--- src/verilog/cpuam_pkg.sv ---
// Package for the address-mode and reset-source block of the core
package cpuam_pkg;
  localparam int ADDR_W = 13;
  // Addressing mode encodings
  typedef enum logic [3:0] {
    CPUAM_IMM = 4'h0,
    CPUAM_DIR = 4'h1,
    CPUAM_EXT = 4'h2,
    CPUAM_REL = 4'h3,
    CPUAM_IX = 4'h4,
    CPUAM_IX1 = 4'h5,
    CPUAM_IX2 = 4'h6,
    CPUAM_BSC = 4'h7,
    CPUAM_BTB = 4'h8,
    CPUAM_INH = 4'h9
  } cpuam_mode_t;
  // Reset sequencer states
  typedef enum logic [1:0] {
    CPUAM_RS_POR = 2'b00,
    CPUAM_RS_PIN = 2'b01,
    CPUAM_RS_RUN = 2'b10
  } cpuam_rst_t;
  localparam logic [12:0] RAM_LO = 13'h0090;
  localparam logic [12:0] RAM_HI = 13'h01FF;
  localparam logic [12:0] ROM_LO = 13'h0F00;
  localparam logic [12:0] ROM_HI = 13'h1FFF;
  localparam logic [12:0] VEC_RESET_HI = 13'h1FFE;
  localparam logic [12:0] VEC_RESET_LO = 13'h1FFF;
  localparam logic [7:0] SP_RESET = 8'hFF;
  localparam int CLK_HZ = 10_000_000;
  localparam int POR_CYCLES = 4064;
  // Pin low of one and a half cycles rounds up to two clock samples
  localparam int PIN_LOW_TCYC_X2 = 3;
  localparam int PIN_LOW_CYCLES = (PIN_LOW_TCYC_X2 + 1) / 2;
  localparam logic [1:0] PIN_LOW_CNT = 2'(PIN_LOW_CYCLES);
endpackage

--- src/verilog/cpuam_core.sv ---
// Effective-address generation and reset-source combiner
`timescale 1ns/1ps
module cpuam_core #(
  parameter bit WATCHDOG_EN = 1'b1,
  parameter int POR_DELAY = cpuam_pkg::POR_CYCLES
) (
  input wire logic i_clk_sys,
  input wire logic i_rst,
  input wire logic i_reset_n,
  input wire logic i_watchdog_timeout,
  input wire logic i_fetch_valid,
  input wire logic [12:0] i_fetch_addr,
  input wire logic i_decode,
  input wire cpuam_pkg::cpuam_mode_t i_mode,
  input wire logic [7:0] i_opcode,
  input wire logic [7:0] i_byte2,
  input wire logic [7:0] i_byte3,
  input wire logic [7:0] i_index,
  input wire logic [12:0] i_pc,
  input wire logic i_cond_true,
  input wire logic [7:0] i_mem_data,
  input wire logic i_mode_in,
  output logic [12:0] o_effective_address,
  output logic [7:0] o_operand,
  output logic o_operand_valid,
  output logic [1:0] o_inst_len,
  output logic [12:0] o_next_pc,
  output logic [2:0] o_bit_num,
  output logic o_carry_wr,
  output logic o_carry,
  output logic o_branch_taken,
  output logic o_int_reset,
  output logic o_illegal_fetch_flag,
  output logic o_load_vector,
  output logic [12:0] o_vector_hi_addr,
  output logic [12:0] o_vector_lo_addr,
  output logic o_set_imask,
  output logic [7:0] o_sp_init,
  output logic o_mode_out
);
  import cpuam_pkg::*;

  // Combinational results before registering
  // Everything here settles within one cycle of the decode strobe
  logic [12:0] next_ea;
  logic [7:0] next_operand;
  logic next_operand_valid;
  logic [1:0] next_len;
  logic [12:0] next_pc_seq;
  logic [12:0] next_target;
  logic next_taken;
  logic next_carry_wr;
  logic next_carry;
  logic tested_bit;
  logic [12:0] rel_offset;
  // Reset sequencing state
  // Sequencer leaves power-on only once per i_rst assertion
  cpuam_rst_t rst_state;
  logic [12:0] por_cnt;
  logic [1:0] pin_low_cnt;
  logic pin_reset;
  logic illegal_fetch;
  logic wd_reset;
  logic any_source;
  logic int_reset_q;
  logic held_mode;

  // Sign-extended branch offset, taken from the last instruction byte
  // Relative and bit-branch modes keep the offset in different bytes
  always_comb begin
    if (i_mode == CPUAM_BTB) begin
      rel_offset = {{5{i_byte3[7]}}, i_byte3};
    end else begin
      rel_offset = {{5{i_byte2[7]}}, i_byte2};
    end
  end

  // Bit under test from the fetched memory byte
  assign tested_bit = i_mem_data[i_opcode[3:1]];

  // Address and length decode per mode
  // Unused mode codes fall to a one-byte length with no address
  always_comb begin
    next_ea = 13'h0000;
    next_operand = 8'h00;
    next_operand_valid = 1'b0;
    next_len = 2'd1;
    next_taken = 1'b0;
    next_carry_wr = 1'b0;
    next_carry = 1'b0;
    case (i_mode)
      CPUAM_IMM: begin
        // Operand needs no memory access
        next_operand = i_byte2;
        next_operand_valid = 1'b1;
        next_len = 2'd2;
      end
      CPUAM_DIR: begin
        next_ea = {5'h00, i_byte2};
        next_len = 2'd2;
      end
      CPUAM_EXT: begin
        // Upper bits beyond 13 are dropped
        next_ea = {i_byte2[4:0], i_byte3};
        next_len = 2'd3;
      end
      CPUAM_REL: begin
        next_len = 2'd2;
        next_taken = i_cond_true;
      end
      CPUAM_IX: begin
        next_ea = {5'h00, i_index};
      end
      CPUAM_IX1: begin
        // Nine-bit sum keeps the carry, so 0x1FE is the top
        next_ea = {4'h0, {1'b0, i_index} + {1'b0, i_byte2}};
        next_len = 2'd2;
      end
      CPUAM_IX2: begin
        next_ea = 13'({i_byte2[4:0], i_byte3} + {5'h00, i_index});
        next_len = 2'd3;
      end
      CPUAM_BSC: begin
        next_ea = {5'h00, i_byte2};
        next_len = 2'd2;
      end
      CPUAM_BTB: begin
        next_ea = {5'h00, i_byte2};
        next_len = 2'd3;
        // Opcode bit 0 low means branch when set
        next_taken = (tested_bit == ~i_opcode[0]);
        next_carry_wr = 1'b1;
        next_carry = tested_bit;
      end
      CPUAM_INH: begin
        next_len = 2'd1;
      end
      default: begin
        next_len = 2'd1;
      end
    endcase
  end

  // Sequential and branch target, wrapping in the 8K map
  assign next_pc_seq = 13'(i_pc + {11'h000, next_len});
  assign next_target = next_taken ?
    13'(next_pc_seq + rel_offset) : next_pc_seq;

  // Registered decode outputs
  // Values hold until the next decode strobe, except o_carry_wr, which clears after one cycle
  always_ff @(posedge i_clk_sys or posedge i_rst) begin
    if (i_rst) begin
      o_effective_address <= 13'h0000;
      o_operand <= 8'h00;
      o_operand_valid <= 1'b0;
      o_inst_len <= 2'd1;
      o_next_pc <= 13'h0000;
      o_bit_num <= 3'h0;
      o_carry_wr <= 1'b0;
      o_carry <= 1'b0;
      o_branch_taken <= 1'b0;
    end else if (i_decode) begin
      o_effective_address <= next_ea;
      o_operand <= next_operand;
      o_operand_valid <= next_operand_valid;
      o_inst_len <= next_len;
      o_next_pc <= next_target;
      o_bit_num <= i_opcode[3:1];
      o_carry_wr <= next_carry_wr;
      o_carry <= next_carry;
      o_branch_taken <= next_taken;
    end else begin
      // Carry strobe is one cycle wide
      o_carry_wr <= 1'b0;
    end
  end

  // Pin low filter: needs consecutive low samples
  // A one-cycle glitch on the pin is ignored; two lows are needed
  always_ff @(posedge i_clk_sys or posedge i_rst) begin
    if (i_rst) begin
      pin_low_cnt <= 2'd0;
    end else if (i_reset_n) begin
      pin_low_cnt <= 2'd0;
    end else if (pin_low_cnt != PIN_LOW_CNT) begin
      pin_low_cnt <= pin_low_cnt + 2'd1;
    end
  end
  assign pin_reset = (pin_low_cnt == PIN_LOW_CNT);

  // Illegal fetch detection outside RAM and ROM
  // Fetches are not judged while in reset, so a stale address
  // left on the fetch bus cannot keep the core in reset
  assign illegal_fetch = i_fetch_valid && !int_reset_q &&
    !((i_fetch_addr >= RAM_LO && i_fetch_addr <= RAM_HI) ||
      (i_fetch_addr >= ROM_LO && i_fetch_addr <= ROM_HI));

  // Illegal-fetch flag shown for one cycle as a reset cause
  always_ff @(posedge i_clk_sys or posedge i_rst) begin
    if (i_rst) begin
      o_illegal_fetch_flag <= 1'b0;
    end else begin
      o_illegal_fetch_flag <= illegal_fetch;
    end
  end

  // Watchdog reset exists only when built in
  // When tied off, a timeout has no effect at all
  assign wd_reset = WATCHDOG_EN && i_watchdog_timeout;
  assign any_source = pin_reset || wd_reset ||
    o_illegal_fetch_flag;

  // Power-on delay then pin hold sequencer
  always_ff @(posedge i_clk_sys or posedge i_rst) begin
    if (i_rst) begin
      rst_state <= CPUAM_RS_POR;
      por_cnt <= 13'h0000;
    end else begin
      case (rst_state)
        CPUAM_RS_POR: begin
          // Count from oscillator start (release of i_rst)
          if (por_cnt == 13'(POR_DELAY - 1)) begin
            rst_state <= i_reset_n ? CPUAM_RS_RUN : CPUAM_RS_PIN;
          end else begin
            por_cnt <= por_cnt + 13'h0001;
          end
        end
        CPUAM_RS_PIN: begin
          if (i_reset_n) begin
            rst_state <= CPUAM_RS_RUN;
          end
        end
        CPUAM_RS_RUN: begin
          rst_state <= CPUAM_RS_RUN;
        end
        default: begin
          rst_state <= CPUAM_RS_POR;
        end
      endcase
    end
  end

  // Combined internal reset, released on a clock edge
  // One cycle of latency keeps the release free of glitches
  always_ff @(posedge i_clk_sys or posedge i_rst) begin
    if (i_rst) begin
      int_reset_q <= 1'b1;
    end else begin
      int_reset_q <= (rst_state != CPUAM_RS_RUN) || any_source;
    end
  end
  // Internal only; the pin is never driven back
  assign o_int_reset = int_reset_q;

  // Operating mode held through a watchdog reset
  // Only i_rst clears it; internal resets leave it alone
  always_ff @(posedge i_clk_sys or posedge i_rst) begin
    if (i_rst) begin
      held_mode <= 1'b0;
    end else if (!int_reset_q) begin
      held_mode <= i_mode_in;
    end
  end
  assign o_mode_out = held_mode;

  // Vector load pulse on the cycle reset releases
  // Pulse rises on the same edge that drops the internal reset
  always_ff @(posedge i_clk_sys or posedge i_rst) begin
    if (i_rst) begin
      o_load_vector <= 1'b0;
    end else begin
      o_load_vector <= int_reset_q &&
        !((rst_state != CPUAM_RS_RUN) || any_source);
    end
  end
  assign o_set_imask = o_load_vector;
  // Fixed reset values presented to the fetch and stack logic
  assign o_vector_hi_addr = VEC_RESET_HI;
  assign o_vector_lo_addr = VEC_RESET_LO;
  assign o_sp_init = SP_RESET;
endmodule

--- config.mk ---
export PLATFORM = sky130hd
export DESIGN_NAME = cpuam_core
export DESIGN_NICKNAME = d
export VERILOG_FILES = /design/src/verilog/cpuam_pkg.sv /design/src/verilog/cpuam_core.sv
export SDC_FILE = /design/constraint.sdc
export NUM_CORES = 1
export LEC_CHECK = 0
export ABC_AREA = 1
export BUFFER_PORTS_ARGS = -buffer_cell sky130_fd_sc_hd__clkbuf_2
export CAP_MARGIN = 0
export CORE_UTILIZATION = 53
export CTS_BUF_LIST = sky130_fd_sc_hd__clkbuf_16
export DETAILED_ROUTE_END_ITERATION = 16
export PLACE_DENSITY = 0.82
export REMOVE_ABC_BUFFERS = 1
export SYNTH_ARGS = -nofsm -noshare
export SYNTH_HDL_FRONTEND = slang
export SYNTH_SLANG_ARGS = --single-unit
--- constraint.sdc ---
create_clock -name i_clk_sys -period 3 [get_ports i_clk_sys]
set_input_delay 0.75 -clock i_clk_sys [delete_from_list [all_inputs] [get_ports i_clk_sys]]
set_output_delay 0.75 -clock i_clk_sys [all_outputs]
set_load 0.05 [all_outputs]
==> results of run 1 <==
## cells by family (layout without fill, tap and decap cells)
| family | count (synthesis) | in the layout | share of synthesized area |
|---|---|---|---|
| fa+ha+maj | 39 | 39 | 0.100 |
| flops | 64 | 64 | 0.310 |
| compound gates | 112 | 112 | 0.133 |
| other cells | 2 | 34 | 0.00145 |
| simple gates | 324 | 324 | 0.280 |
| buf+inv | 138 | 299 | 0.128 |
| xor+xnor | 28 | 28 | 0.0473 |
## layout by cell type (no fill, tap or decap), types with 30 or more instances in the layout
master / count
sky130_fd_sc_hd__inv_1: 74
sky130_fd_sc_hd__clkbuf_2: 113
sky130_fd_sc_hd__buf_4: 70
sky130_fd_sc_hd__nor2_1: 30
sky130_fd_sc_hd__o21ai_0: 31
sky130_fd_sc_hd__conb_1: 34
sky130_fd_sc_hd__nand3_1: 33
sky130_fd_sc_hd__nand2_1: 179
sky130_fd_sc_hd__dfrtp_1: 62
## per-stage QoR
stage                     hold WS, ps  setup WS (ps)
after global placement            443           -734
after detailed placement          461           -835
final                             434           -458
after floorplan                   433           -572
after CTS                         443           -238
after global routing              456           -505
## worst max-delay path: stages
cell and delay, ps:
sky130_fd_sc_hd__clkbuf_8 130, sky130_fd_sc_hd__nor2_4 130, sky130_fd_sc_hd__inv_2 70, sky130_fd_sc_hd__o22ai_4 190, sky130_fd_sc_hd__nor2_4 70, sky130_fd_sc_hd__fa_2 400, sky130_fd_sc_hd__nor2_4 140, sky130_fd_sc_hd__nand3_2 110
sky130_fd_sc_hd__nor2_4 190, sky130_fd_sc_hd__nand2_2 100, sky130_fd_sc_hd__xor2_2 200, sky130_fd_sc_hd__inv_2 70, sky130_fd_sc_hd__ha_4 260, sky130_fd_sc_hd__buf_4 160, sky130_fd_sc_hd__nand2_1 70, sky130_fd_sc_hd__inv_1 70
sky130_fd_sc_hd__nand3_2 100, sky130_fd_sc_hd__nand2_2 90, sky130_fd_sc_hd__nand2_2 80, sky130_fd_sc_hd__nand2_2 80, sky130_fd_sc_hd__o21ai_2 170, sky130_fd_sc_hd__nand2_1 60
## power groups by stage
stage | Sequential (µW) | Clock, µW | Combinational, µW
floorplan | 1150 | 0 | 518
global placement | 972 | 0 | 984
detailed placement | 976 | 0 | 1020
CTS | 961 | 1060 | 1130
global route | 969 | 1110 | 1390
finish | 964 | 1070 | 1320
## flip-flops by register name (all words and copies together), names as in the netlist
name,flops
o_mode_out,1
o_next_pc,13
o_operand,8
o_inst_len,2
o_bit_num,3
o_effective_address,13
por_cnt,13
o_branch_taken,1
o_carry,1
o_illegal_fetch_flag,1
pin_low_cnt,2
o_load_vector,1
o_operand_valid,1
o_int_reset,1
o_carry_wr,1
rst_state,2
## worst max-delay path by stage
| stage | start | end | slack (ps) | cells past startpoint |
|---|---|---|---|---|
| floorplan | i_mode[2] | o_next_pc[11] | -570 | 20 |
| global placement | i_mode[2] | o_next_pc[11] | -730 | 21 |
| detailed placement | i_mode[0] | o_next_pc[12] | -830 | 23 |
| CTS | i_mode[3] | o_next_pc[11] | -240 | 23 |
| global route | i_mode[2] | o_next_pc[11] | -500 | 21 |
| finish | i_mode[2] | o_next_pc[9] | -460 | 22 |
## metal layers
metal / part of all wire / vias to the layer above
met1: 0.36 / 2766
met4: 0.067 / 0
met3: 0.098 / 131
met2: 0.48 / 471
met5: 0 / -
li1: - / 2623
## repair_timing
item | CTS | global route
buffers inserted | 14 | 14
pin swaps | 34 | 51
endpoints found under the hold margin | 0 | 0
setup endpoints to repair | 10 | 10
gates resized for setup | 52 | 61
## cell type report
| class | instances | share of cell area |
|---|---|---|
| Multi-Input combinational cell | 537 | 0.492 |
| Sequential cell | 64 | 0.224 |
| Timing Repair Buffer | 190 | 0.168 |
| Inverter | 93 | 0.0513 |
| Clock buffer | 9 | 0.0315 |
| Tap cell | 129 | 0.0226 |
| Clock inverter | 7 | 0.0102 |
==> impl_results.rst, run 1 <==
.. list-table::
   :header-rows: 1

   * - Metric
     - Value
   * - Status
     - finished with violations
   * - Violations in the final reports
     - negative setup slack
   * - Sequential group share of total power
     - 0.288
   * - Required time at the worst-slack endpoint
     - 3240 ps
   * - Crit. End Element
     - flip-flop
   * - Number of vias per cell
     - between 5 and 6
   * - Number of placement rows
     - 35
   * - First-pass GRT wire length
     - 26000 µm
   * - Achievable frequency
     - about 0.29 GHz
   * - Post-DR wirelength/cell
     - 18.5 µm
   * - Hold Vio Cnt, Final
     - 0
   * - Most frequent cell after synthesis
     - sky130_fd_sc_hd__nand2_1
   * - Met3 GRT Util
     - 0.0617
   * - Count of boundary I/O pins
     - 160
   * - Post-synthesis area per instance
     - 7.33 µm²
   * - Final design area excluding fillers
     - 7150 µm²
   * - Final worst-path cycle share
     - 1.15
   * - Clock root buffer
     - sky130_fd_sc_hd__clkbuf_16
   * - Min Tclk post-route
     - 3460 ps
   * - Total routing usage reported by global routing
     - 0.334
   * - Worst-skew pair later-pin latency
     - 350 ps
   * - Startpoint of the most critical register-to-register path
     - por_cnt[0]
   * - Path type of the worst min-delay path
     - input pin to async pin
   * - Switching share of power
     - 0.396
   * - Ys Warns
     - 0
   * - H-tree lvl count
     - 3
   * - Slack of the critical path
     - -458 ps
   * - Drt first pass iters
     - 8
   * - TritonCTS clock tree
     - yes
   * - Detailed Place HPWL
     - about 11000 µm
   * - Overall power of the completed layout
     - 3350 µW
   * - Number of inserted filler cells in the final layout
     - roughly 630
   * - Final GP Congestion
     - 0.971
   * - Height of the die
     - 101 µm
   * - Number of antenna repair diodes
     - 0
   * - Placeable core area
     - between 9000 and 10000 µm²
   * - Buffers added on ports
     - 117
   * - Busiest grt layer
     - met2
   * - Most area-consuming cells after synthesis
     - sky130_fd_sc_hd__dfrtp_1, sky130_fd_sc_hd__nand2_1, sky130_fd_sc_hd__ha_1
   * - Clock Sinks
     - 64
   * - Reg-to-reg endpoint
     - por_cnt[10]
   * - Multi-input logic area
     - about 3500 µm²
   * - Number of violations reported at the end of detailed-routing iteration 0
     - 603
   * - Detailed-route via count
     - 5991
   * - Remaining DRCs
     - 0
   * - Placed cells
     - 987
   * - Element type at the critical path start
     - input pin
   * - Count of final max-slew check failures
     - 0
   * - Area of the die
     - slightly above 10000 µm²
   * - Post-synth top cells
     - sky130_fd_sc_hd__nand2_1, sky130_fd_sc_hd__inv_1, sky130_fd_sc_hd__dfrtp_1
   * - Share of synthesized flip-flops with an asynchronous set or reset
     - 1.00
   * - Congestion Overflow GR
     - 0
   * - Most frequently used flop master after synthesis
     - sky130_fd_sc_hd__dfrtp_1
   * - Number of synthesized flops with an enable pin
     - 0
   * - Number of non-filler instances in the completed layout
     - 1029
   * - Effective utilization at floorplan
     - 0.553
   * - Longest Clk Path Bufs
     - 2
   * - Worst Path Class, Setup
     - input pin to flip-flop
   * - Final clock skew
     - 5.59 ps
   * - Switching pwr
     - 1330 µW
   * - Cell Pwr Density
     - about 470 nW/µm²
   * - Die W
     - 101 µm
   * - Worst Tran Pin Value
     - 557 ps
   * - Combinational group share of total power
     - 0.393
   * - Number of nets at the end of the flow
     - 1012
   * - Seq. cell area
     - 1600 µm²
   * - R2R cell count
     - 10
   * - Top cell type's share of synthesized area
     - 0.300
   * - Total clock buffers created by CTS
     - 9
   * - Placed Area
     - 6080 µm²
   * - Fraction of power consumed by the clock network
     - 0.319
   * - Max cap viols
     - 0
   * - Register area share after synthesis
     - 0.310
   * - Cell area after technology mapping
     - about 5200 µm²
   * - Leakage Power
     - 0.00380 µW
   * - Number of antenna violations at the first check in global routing
     - 0
   * - Top fanout value on the critical path
     - 3
   * - Cell count after synthesis
     - 707
   * - Worst reg-to-reg setup slack
     - 1060 ps
   * - Clock-pin slew on the worst setup and hold paths
     - roughly 60 ps
   * - Remaining max-slew budget at the tightest pin
     - 0.625
   * - Arrival time at the worst endpoint
     - 3700 ps
   * - Met1 Use GR
     - 0.381
   * - Number of hold buffers added after cts
     - 0
   * - Via count of the first global-routing pass
     - 5538
   * - Layout area overhead
     - 37.9%
   * - Final core utilization
     - 0.762
   * - ANT nets after route
     - 0
   * - Number of synthesized register bits
     - between 60 and 70
   * - Cell Int Power
     - 2020 µW
   * - Met2 usage
     - 0.585
   * - Largest net degree at the start of global routing
     - 42
   * - Final setup violation count
     - 8
   * - Biggest area consumer among synthesized cells
     - sky130_fd_sc_hd__dfrtp_1
   * - Post-detailed-routing wire length
     - 19000 µm
   * - Unique masters post-synth
     - between 50 and 60
   * - TNS Setup
     - -2580 ps
   * - Fraction of layout instances using a drive strength above 1
     - 0.357
   * - Max VDD drop
     - 286 µV
   * - Setup repair after global routing missed its margin
     - true
(Power assumes the default switching activity.)
==> run 2, diff against run 1 <==
--- a/config.mk
+++ b/config.mk
@@ -8,10 +8,10 @@
 export ABC_AREA = 1
 export BUFFER_PORTS_ARGS = -buffer_cell sky130_fd_sc_hd__clkbuf_2
 export CAP_MARGIN = 0
-export CORE_UTILIZATION = 53
+export CORE_UTILIZATION = 45
 export CTS_BUF_LIST = sky130_fd_sc_hd__clkbuf_16
 export DETAILED_ROUTE_END_ITERATION = 16
-export PLACE_DENSITY = 0.82
+export PLACE_DENSITY = 0.72
 export REMOVE_ABC_BUFFERS = 1
 export SYNTH_ARGS = -nofsm -noshare
 export SYNTH_HDL_FRONTEND = slang
==> impl_results.rst, run 2 (synthesis results as in run 1) <==
.. list-table::
   :header-rows: 1

   * - Metric
     - Value
   * - Count of boundary I/O pins
     - 160
   * - Effective utilization at floorplan
     - 0.470
   * - ANT nets after route
     - 0
   * - Height of the die
     - 109 µm
   * - Detailed-route via count
     - 5259
   * - Placed cells
     - 1003
   * - First-pass GRT wire length
     - ~22000 µm
   * - Remaining max-slew budget at the tightest pin
     - 0.670
   * - Number of hold buffers added after cts
     - 0
   * - Die W
     - 109 µm
   * - Seq. cell area
     - 1600 µm²
   * - Remaining DRCs
     - 0
   * - Status
     - finished with violations
   * - Overall power of the completed layout
     - ~3200 µW
   * - Commonest cells after routing, fill and taps aside
     - sky130_fd_sc_hd__nand2_1, sky130_fd_sc_hd__clkbuf_2, sky130_fd_sc_hd__inv_1, sky130_fd_sc_hd__dfrtp_1, sky130_fd_sc_hd__buf_4
   * - Clock Sinks
     - 64
   * - Leakage Power
     - 0.00375 µW
   * - Drt first pass iters
     - 6
   * - Buffers added on ports
     - 117
   * - Final worst-path cycle share
     - 1.09
   * - Area of the die
     - 11900 µm²
   * - Slack of the critical path
     - -256 ps
   * - Post-detailed-routing wire length
     - 14600 µm
   * - Fraction of layout instances using a drive strength above 1
     - 0.326
   * - Achievable frequency
     - around 0.31 GHz
   * - Required time at the worst-slack endpoint
     - around 3200 ps
   * - Violations in the final reports
     - negative setup slack
   * - Number of non-filler instances in the completed layout
     - around 1000
   * - Clock root buffer
     - sky130_fd_sc_hd__clkbuf_16
   * - Max VDD drop
     - between 300 and 400 µV
   * - Arrival time at the worst endpoint
     - 3470 ps
   * - Clock-pin slew on the worst setup and hold paths
     - 60 ps
   * - Number of placement rows
     - 38
   * - Hold Vio Cnt, Final
     - 0
   * - Final clock skew
     - 5.04 ps
   * - Path type of the worst min-delay path
     - flip-flop to flip-flop
   * - Number of nets at the end of the flow
     - between 1000 and 1500
   * - Largest net degree at the start of global routing
     - 65
   * - Placeable core area
     - between 10000 and 15000 µm²
   * - Number of violations reported at the end of detailed-routing iteration 0
     - 285
   * - TNS Setup
     - -1130 ps
   * - Number of antenna violations at the first check in global routing
     - 0
   * - Count of final max-slew check failures
     - 0
   * - Top fanout value on the critical path
     - 4
   * - Post-DR wirelength/cell
     - 14.1 µm
   * - Total routing usage reported by global routing
     - 0.238
   * - Number of inserted filler cells in the final layout
     - around 960
   * - Layout area overhead
     - 35.0%
   * - Final setup violation count
     - 7
   * - Congestion Overflow GR
     - 0
   * - Worst-path cell chain
     - buf_8 -> buf_6 -> o22ai_4 -> nor2_4 -> fa_2 -> nor2_4 -> buf_6 -> buf_6 -> xor2_2 -> inv_2 -> ha_4 -> nand2_1 -> inv_1 -> nand4_1 -> nand3_2 -> nand3_2 -> nand2_2 -> nand3_2 -> nand2_2 -> nor2_2 -> o21ai_1 -> nand2_1
   * - Cell Pwr Density
     - 456 nW/µm²
   * - Number of vias per cell
     - between 5 and 6
   * - Number of antenna repair diodes
     - 0
   * - Worst Tran Pin Value
     - 490 ps
   * - Largest registers
     - o_effective_address: 13 flops, o_next_pc: 13 flops, por_cnt: 13 flops
   * - Detailed Place HPWL
     - 10300 µm
   * - TritonCTS clock tree
     - yes
   * - Worst Hold Path Cells
     - 1
   * - Setup repair after global routing missed its margin
     - true
   * - Max cap viols
     - 0
   * - Longest Clk Path Bufs
     - 2
   * - Crit. End Element
     - flip-flop
   * - Worst-skew pair later-pin latency
     - approximately 330 ps
   * - Most common library cell in the layout ignoring fill and taps
     - sky130_fd_sc_hd__nand2_1
   * - Min Tclk post-route
     - ~3300 ps
   * - Delay of the slowest cell on the worst path
     - roughly 400 ps
   * - Multi-input logic area
     - 3380 µm²
   * - H-tree lvl count
     - 3
   * - Slowest cell on crit path
     - sky130_fd_sc_hd__fa_2
   * - Total clock buffers created by CTS
     - 9
   * - Element type at the critical path start
     - input pin
   * - Via count of the first global-routing pass
     - 4823
   * - Worst Path Class, Setup
     - input pin to flip-flop
   * - R2R cell count
     - 10
   * - Final GP Congestion
     - 0.925
-- run 2: critical path, delay by kind of cell --
kind	cells	cell delay [ps]
simple gates	11	950
compound gates	2	350
buf+inv	6	580
fa+ha+maj	2	690
xor+xnor	1	140
-- run 2: final cells by class --
class	count	share of cell area
inverters	93	0.0510
clock inverters	7	0.0104
well taps	140	0.0250
clock buffers	9	0.0322
repair buffers	183	0.168
multi-input cells	537	0.484
flip-flops and latches	64	0.229
-- run 2: final timing paths --
check,from,end,slack (ps)
worst min register to register,pin_low_cnt[0],pin_low_cnt[0],460
worst max-delay path,i_mode[3],o_next_pc[9],-260
worst min-delay path,pin_low_cnt[0],pin_low_cnt[0],460
worst max register to register,por_cnt[0],por_cnt[12],1120
min in group asynchronous,i_rst,o_effective_address[8],470
max in group asynchronous,i_rst,o_int_reset,2210
-- run 2: metrics by stage --
stage	utilization	instance area, µm²	setup slack (ps)	hold WS [ps]
5_1_grt	0.634	6990	-410	492
3_5_place_dp	0.559	6160	-813	457
2_1_floorplan	-	4980	-572	433
3_3_place_gp	0.559	6160	-750	448
4_1_cts	0.609	6720	-120	464
6_report	0.634	6990	-256	461
-- run 2: what timing repair did --
action | 4_1_cts | 5_1_grt
cloned | 0 | 0
gates resized for setup | 43 | 51
pin swaps | 22 | 29
endpoints found under the setup margin | 9 | 8
buffers inserted | 8 | 7
-- run 2: where the power goes --
group          leakage [µW]  total, µW  internal (µW)  switching [µW]
logic               0.00278       1180            422             760
registers          0.000826        958            925            32.8
clock network      0.000147       1050            644             405
total               0.00375       3190           1990            1200
-- run 2: metal layers --
metal,vias to the layer above,GRT usage,wire [µm]
li1,2612,-,-
met1,2383,0.292,6000
met2,215,0.406,7160
met3,49,0.0516,918
met4,0,0.0924,531
met5,-,0,0
==> run 3, diff against run 2 <==
--- a/config.mk
+++ b/config.mk
@@ -5,7 +5,6 @@
 export SDC_FILE = /design/constraint.sdc
 export NUM_CORES = 1
 export LEC_CHECK = 0
-export ABC_AREA = 1
 export BUFFER_PORTS_ARGS = -buffer_cell sky130_fd_sc_hd__clkbuf_2
 export CAP_MARGIN = 0
 export CORE_UTILIZATION = 45
==> impl_results.rst, run 3 <==
.. list-table::
   :header-rows: 1

   * - Metric
     - Value
   * - Worst reg-to-reg setup slack
     - around 840 ps
   * - Cell area after technology mapping
     - 5070 µm²
   * - Final clock skew
     - 10.9 ps
   * - Post-synth top cells
     - sky130_fd_sc_hd__dfrtp_1, sky130_fd_sc_hd__nand2_1, sky130_fd_sc_hd__a21oi_1, sky130_fd_sc_hd__nor2_1
   * - First-pass GRT wire length
     - 25800 µm
   * - TritonCTS clock tree
     - yes
   * - Total clock buffers created by CTS
     - 9
   * - Unique masters post-synth
     - 68
   * - Height of the die
     - approximately 110 µm
   * - ANT nets after route
     - 0
   * - Hold Vio Cnt, Final
     - 0
   * - Area fraction in compound gates after synthesis
     - 0.200
   * - Number of synthesized register bits
     - between 60 and 70
   * - Register area share after synthesis
     - 0.316
   * - Crit. End Element
     - flip-flop
   * - Max VDD drop
     - between 300 and 400 µV
   * - Start point of the worst hold path
     - por_cnt[12]
   * - Worst-skew pair later-pin latency
     - 350 ps
   * - Final worst-path cycle share
     - 1.23
   * - Ys Warns
     - 0
   * - Worst-path cell chain
     - clkbuf_16 -> nor2_4 -> mux2i_4 -> inv_2 -> fa_2 -> nand4b_1 -> nor3_2 -> xor2_1 -> ha_1 -> a21oi_2 -> nand2_2 -> a21o_1 -> o31ai_4 -> mux2_4 -> a2111o_1
   * - Most common library cell in the layout ignoring fill and taps
     - sky130_fd_sc_hd__clkbuf_2
   * - Share of synthesized cell area in full adder, half adder and majority cells
     - 0.102
   * - Met1 Use GR
     - 0.332
   * - Congestion Overflow GR
     - 0
   * - Worst Path Class, Setup
     - input pin to flip-flop
   * - Max cap viols
     - 0
   * - Met3 GRT Util
     - 0.0555
   * - Placed Area
     - between 6000 and 7000 µm²
   * - Delay of the slowest cell on the worst path
     - 390 ps
   * - Most area-consuming cells after synthesis
     - sky130_fd_sc_hd__dfrtp_1, sky130_fd_sc_hd__ha_1, sky130_fd_sc_hd__buf_4
   * - Share of synthesized flip-flops with an asynchronous set or reset
     - 1.00
   * - Number of antenna repair diodes
     - 0
   * - Die W
     - 108 µm
   * - Final setup violation count
     - 10
   * - Count of boundary I/O pins
     - 160
   * - TNS Setup
     - -4680 ps
   * - Largest registers
     - o_effective_address: 13 flops, o_next_pc: 13 flops, por_cnt: 13 flops
   * - Slack of the critical path
     - -694 ps
   * - Minimum hold slack
     - 463 ps
   * - Mux contribution to synthesized area
     - 0.0715
   * - Fraction of layout instances using a drive strength above 1
     - 0.410
   * - Placeable core area
     - roughly 11000 µm²
   * - Number of violations reported at the end of detailed-routing iteration 0
     - 303
   * - Number of synthesized flops with an enable pin
     - 0
   * - Placed cells
     - 877
   * - Min Tclk post-route
     - approximately 3700 ps
   * - Path type of the worst min-delay path
     - flip-flop to flip-flop
   * - Number of placement rows
     - 38
   * - Via count of the first global-routing pass
     - roughly 5300
   * - Remaining DRCs
     - 0
   * - Top cell type's share of synthesized area
     - 0.306
   * - Worst Hold Path Cells
     - 1
   * - Element type at the critical path start
     - input pin
   * - Final GP Congestion
     - 0.914
   * - Achievable frequency
     - approximately 0.27 GHz
   * - Status
     - finished with violations
   * - Most frequent cell after synthesis
     - sky130_fd_sc_hd__dfrtp_1
   * - Effective utilization at floorplan
     - 0.466
   * - Worst hold endpoint
     - por_cnt[12]
   * - Clock root buffer
     - sky130_fd_sc_hd__clkbuf_16
   * - Post-synthesis area per instance
     - 9.19 µm²
   * - Startpoint of the most critical register-to-register path
     - por_cnt[0]
   * - Number of vias per cell
     - about 5.7
   * - Post-DR wirelength/cell
     - 18.3 µm
   * - Final design area excluding fillers
     - ~7000 µm²
   * - Number of non-filler instances in the completed layout
     - 920
   * - XOR/XNOR share of the synthesized area
     - 0.0691
   * - Setup repair after global routing missed its margin
     - true
   * - Arrival time at the worst endpoint
     - 3920 ps
   * - Leakage Power
     - about 0.0036 µW
   * - Buffers added on ports
     - between 100 and 150
   * - Met2 usage
     - 0.504
   * - Biggest area consumer among synthesized cells
     - sky130_fd_sc_hd__dfrtp_1
   * - Number of antenna violations at the first check in global routing
     - 0
   * - Drt first pass iters
     - 5
   * - Most frequently used flop master after synthesis
     - sky130_fd_sc_hd__dfrtp_1
   * - Busiest grt layer
     - met2
   * - Slowest cell on crit path
     - sky130_fd_sc_hd__fa_2
   * - Largest net degree at the start of global routing
     - 33
   * - Synthesized-area fraction occupied by and/or/nand/nor cells
     - 0.155
   * - Detailed Place HPWL
     - 11800 µm
   * - Number of nets at the end of the flow
     - 892
   * - Number of inserted filler cells in the final layout
     - 820
   * - Layout area overhead
     - 41.6%
   * - Violations in the final reports
     - negative setup slack
   * - R2R cell count
     - 8
   * - Cell Pwr Density
     - 528 nW/µm²
   * - Top fanout value on the critical path
     - 4
   * - Clock-pin slew on the worst setup and hold paths
     - 60 ps
   * - Post-placement worst setup slack
     - -1320 ps
   * - Required time at the worst-slack endpoint
     - 3230 ps
   * - Commonest cells after routing, fill and taps aside
     - sky130_fd_sc_hd__clkbuf_2, sky130_fd_sc_hd__buf_4, sky130_fd_sc_hd__dfrtp_1, sky130_fd_sc_hd__nand2_1, sky130_fd_sc_hd__conb_1
   * - Post-detailed-routing wire length
     - 16900 µm
   * - Longest Clk Path Bufs
     - 2
   * - Combinational family with the most area after synthesis
     - compound AO/OA/AOI/OAI gates
   * - Reg-to-reg endpoint
     - por_cnt[9]
   * - Total routing usage reported by global routing
     - 0.287
   * - Cell count after synthesis
     - about 550
   * - Area of the die
     - 11700 µm²
   * - H-tree lvl count
     - 3
   * - Worst Tran Pin Value
     - approximately 840 ps
   * - Detailed-route via count
     - 5244
   * - Number of hold buffers added after cts
     - 0
   * - Count of final max-slew check failures
     - 0
   * - Clock Sinks
     - 64
   * - Remaining max-slew budget at the tightest pin
     - 0.433
-- run 3: cell types whose count changed after synthesis, sizes merged, moves of 13 or more --
cell   before  now
and3        0   13
inv        91   28
mux2        0   17
nand2     207   37
nand3      45   19
o21ai      44   19
xnor2       8   25
-- run 3: stage by stage --
| step | util | power [µW] |
|---|---|---|
| after global routing | 0.660 | 3980 |
| after global placement | 0.577 | 2440 |
| after CTS | 0.635 | 3680 |
| after detailed placement | 0.577 | 2510 |
| final | 0.660 | 3790 |
| after floorplan | - | 2050 |
-- run 3: layout make-up --
| cell class | count | area, µm² | area share |
|---|---|---|---|
| multi-input cells | 442 | 3500 | 0.488 |
| flip-flops and latches | 64 | 1600 | 0.223 |
| repair buffers | 230 | 1500 | 0.208 |
| clock buffers | 9 | 225 | 0.0314 |
| well taps | 140 | 175 | 0.0244 |
| inverters | 28 | 105 | 0.0146 |
| clock inverters | 7 | 72.6 | 0.0101 |
-- run 3: cell families after synthesis --
group / count (synthesis)
XOR/XNOR: 40
buffers and inverters: 78
AND/OR/NAND/NOR: 157
AO/OA/AOI/OAI: 142
flip-flops: 64
other: 2
adder cells (fa/ha/maj): 39
multiplexers: 30
-- run 3: what timing repair did --
| item | CTS | global route |
|---|---|---|
| pin swaps | 30 | 34 |
| cloned | 0 | 0 |
| gates resized for setup | 43 | 33 |
| setup buffers | 18 | 10 |
| endpoints found under the setup margin | 10 | 11 |
-- run 3: worst max path at each step --
stage,from,endpoint,slack (ps),cells past startpoint
after global routing,i_mode[1],o_next_pc[12],-790,17
after CTS,i_mode[2],o_next_pc[12],-680,15
after floorplan,i_mode[1],o_next_pc[12],-1260,12
final,i_mode[1],o_next_pc[12],-690,15
after global placement,i_mode[1],o_next_pc[12],-1210,14
after detailed placement,i_mode[1],o_next_pc[12],-1320,14
-- run 3: metal layers --
layer  share of wire  wire, µm
met3           0.070      1170
met2            0.50      8400
met4           0.045       766
met1            0.39      6530
met5               0         0
-- run 3: power breakdown --
part | internal, µW | switching (µW)
logic | 614 | 987
registers | 998 | 103
clock network | 645 | 446
-- run 3: critical path, delay by kind of cell --
| family | cells | cell delay [ps] |
|---|---|---|
| multiplexers | 2 | 600 |
| AND/OR/NAND/NOR | 4 | 680 |
| adder cells (fa/ha/maj) | 2 | 690 |
| XOR/XNOR | 1 | 230 |
| AO/OA/AOI/OAI | 4 | 760 |
| buffers and inverters | 2 | 190 |
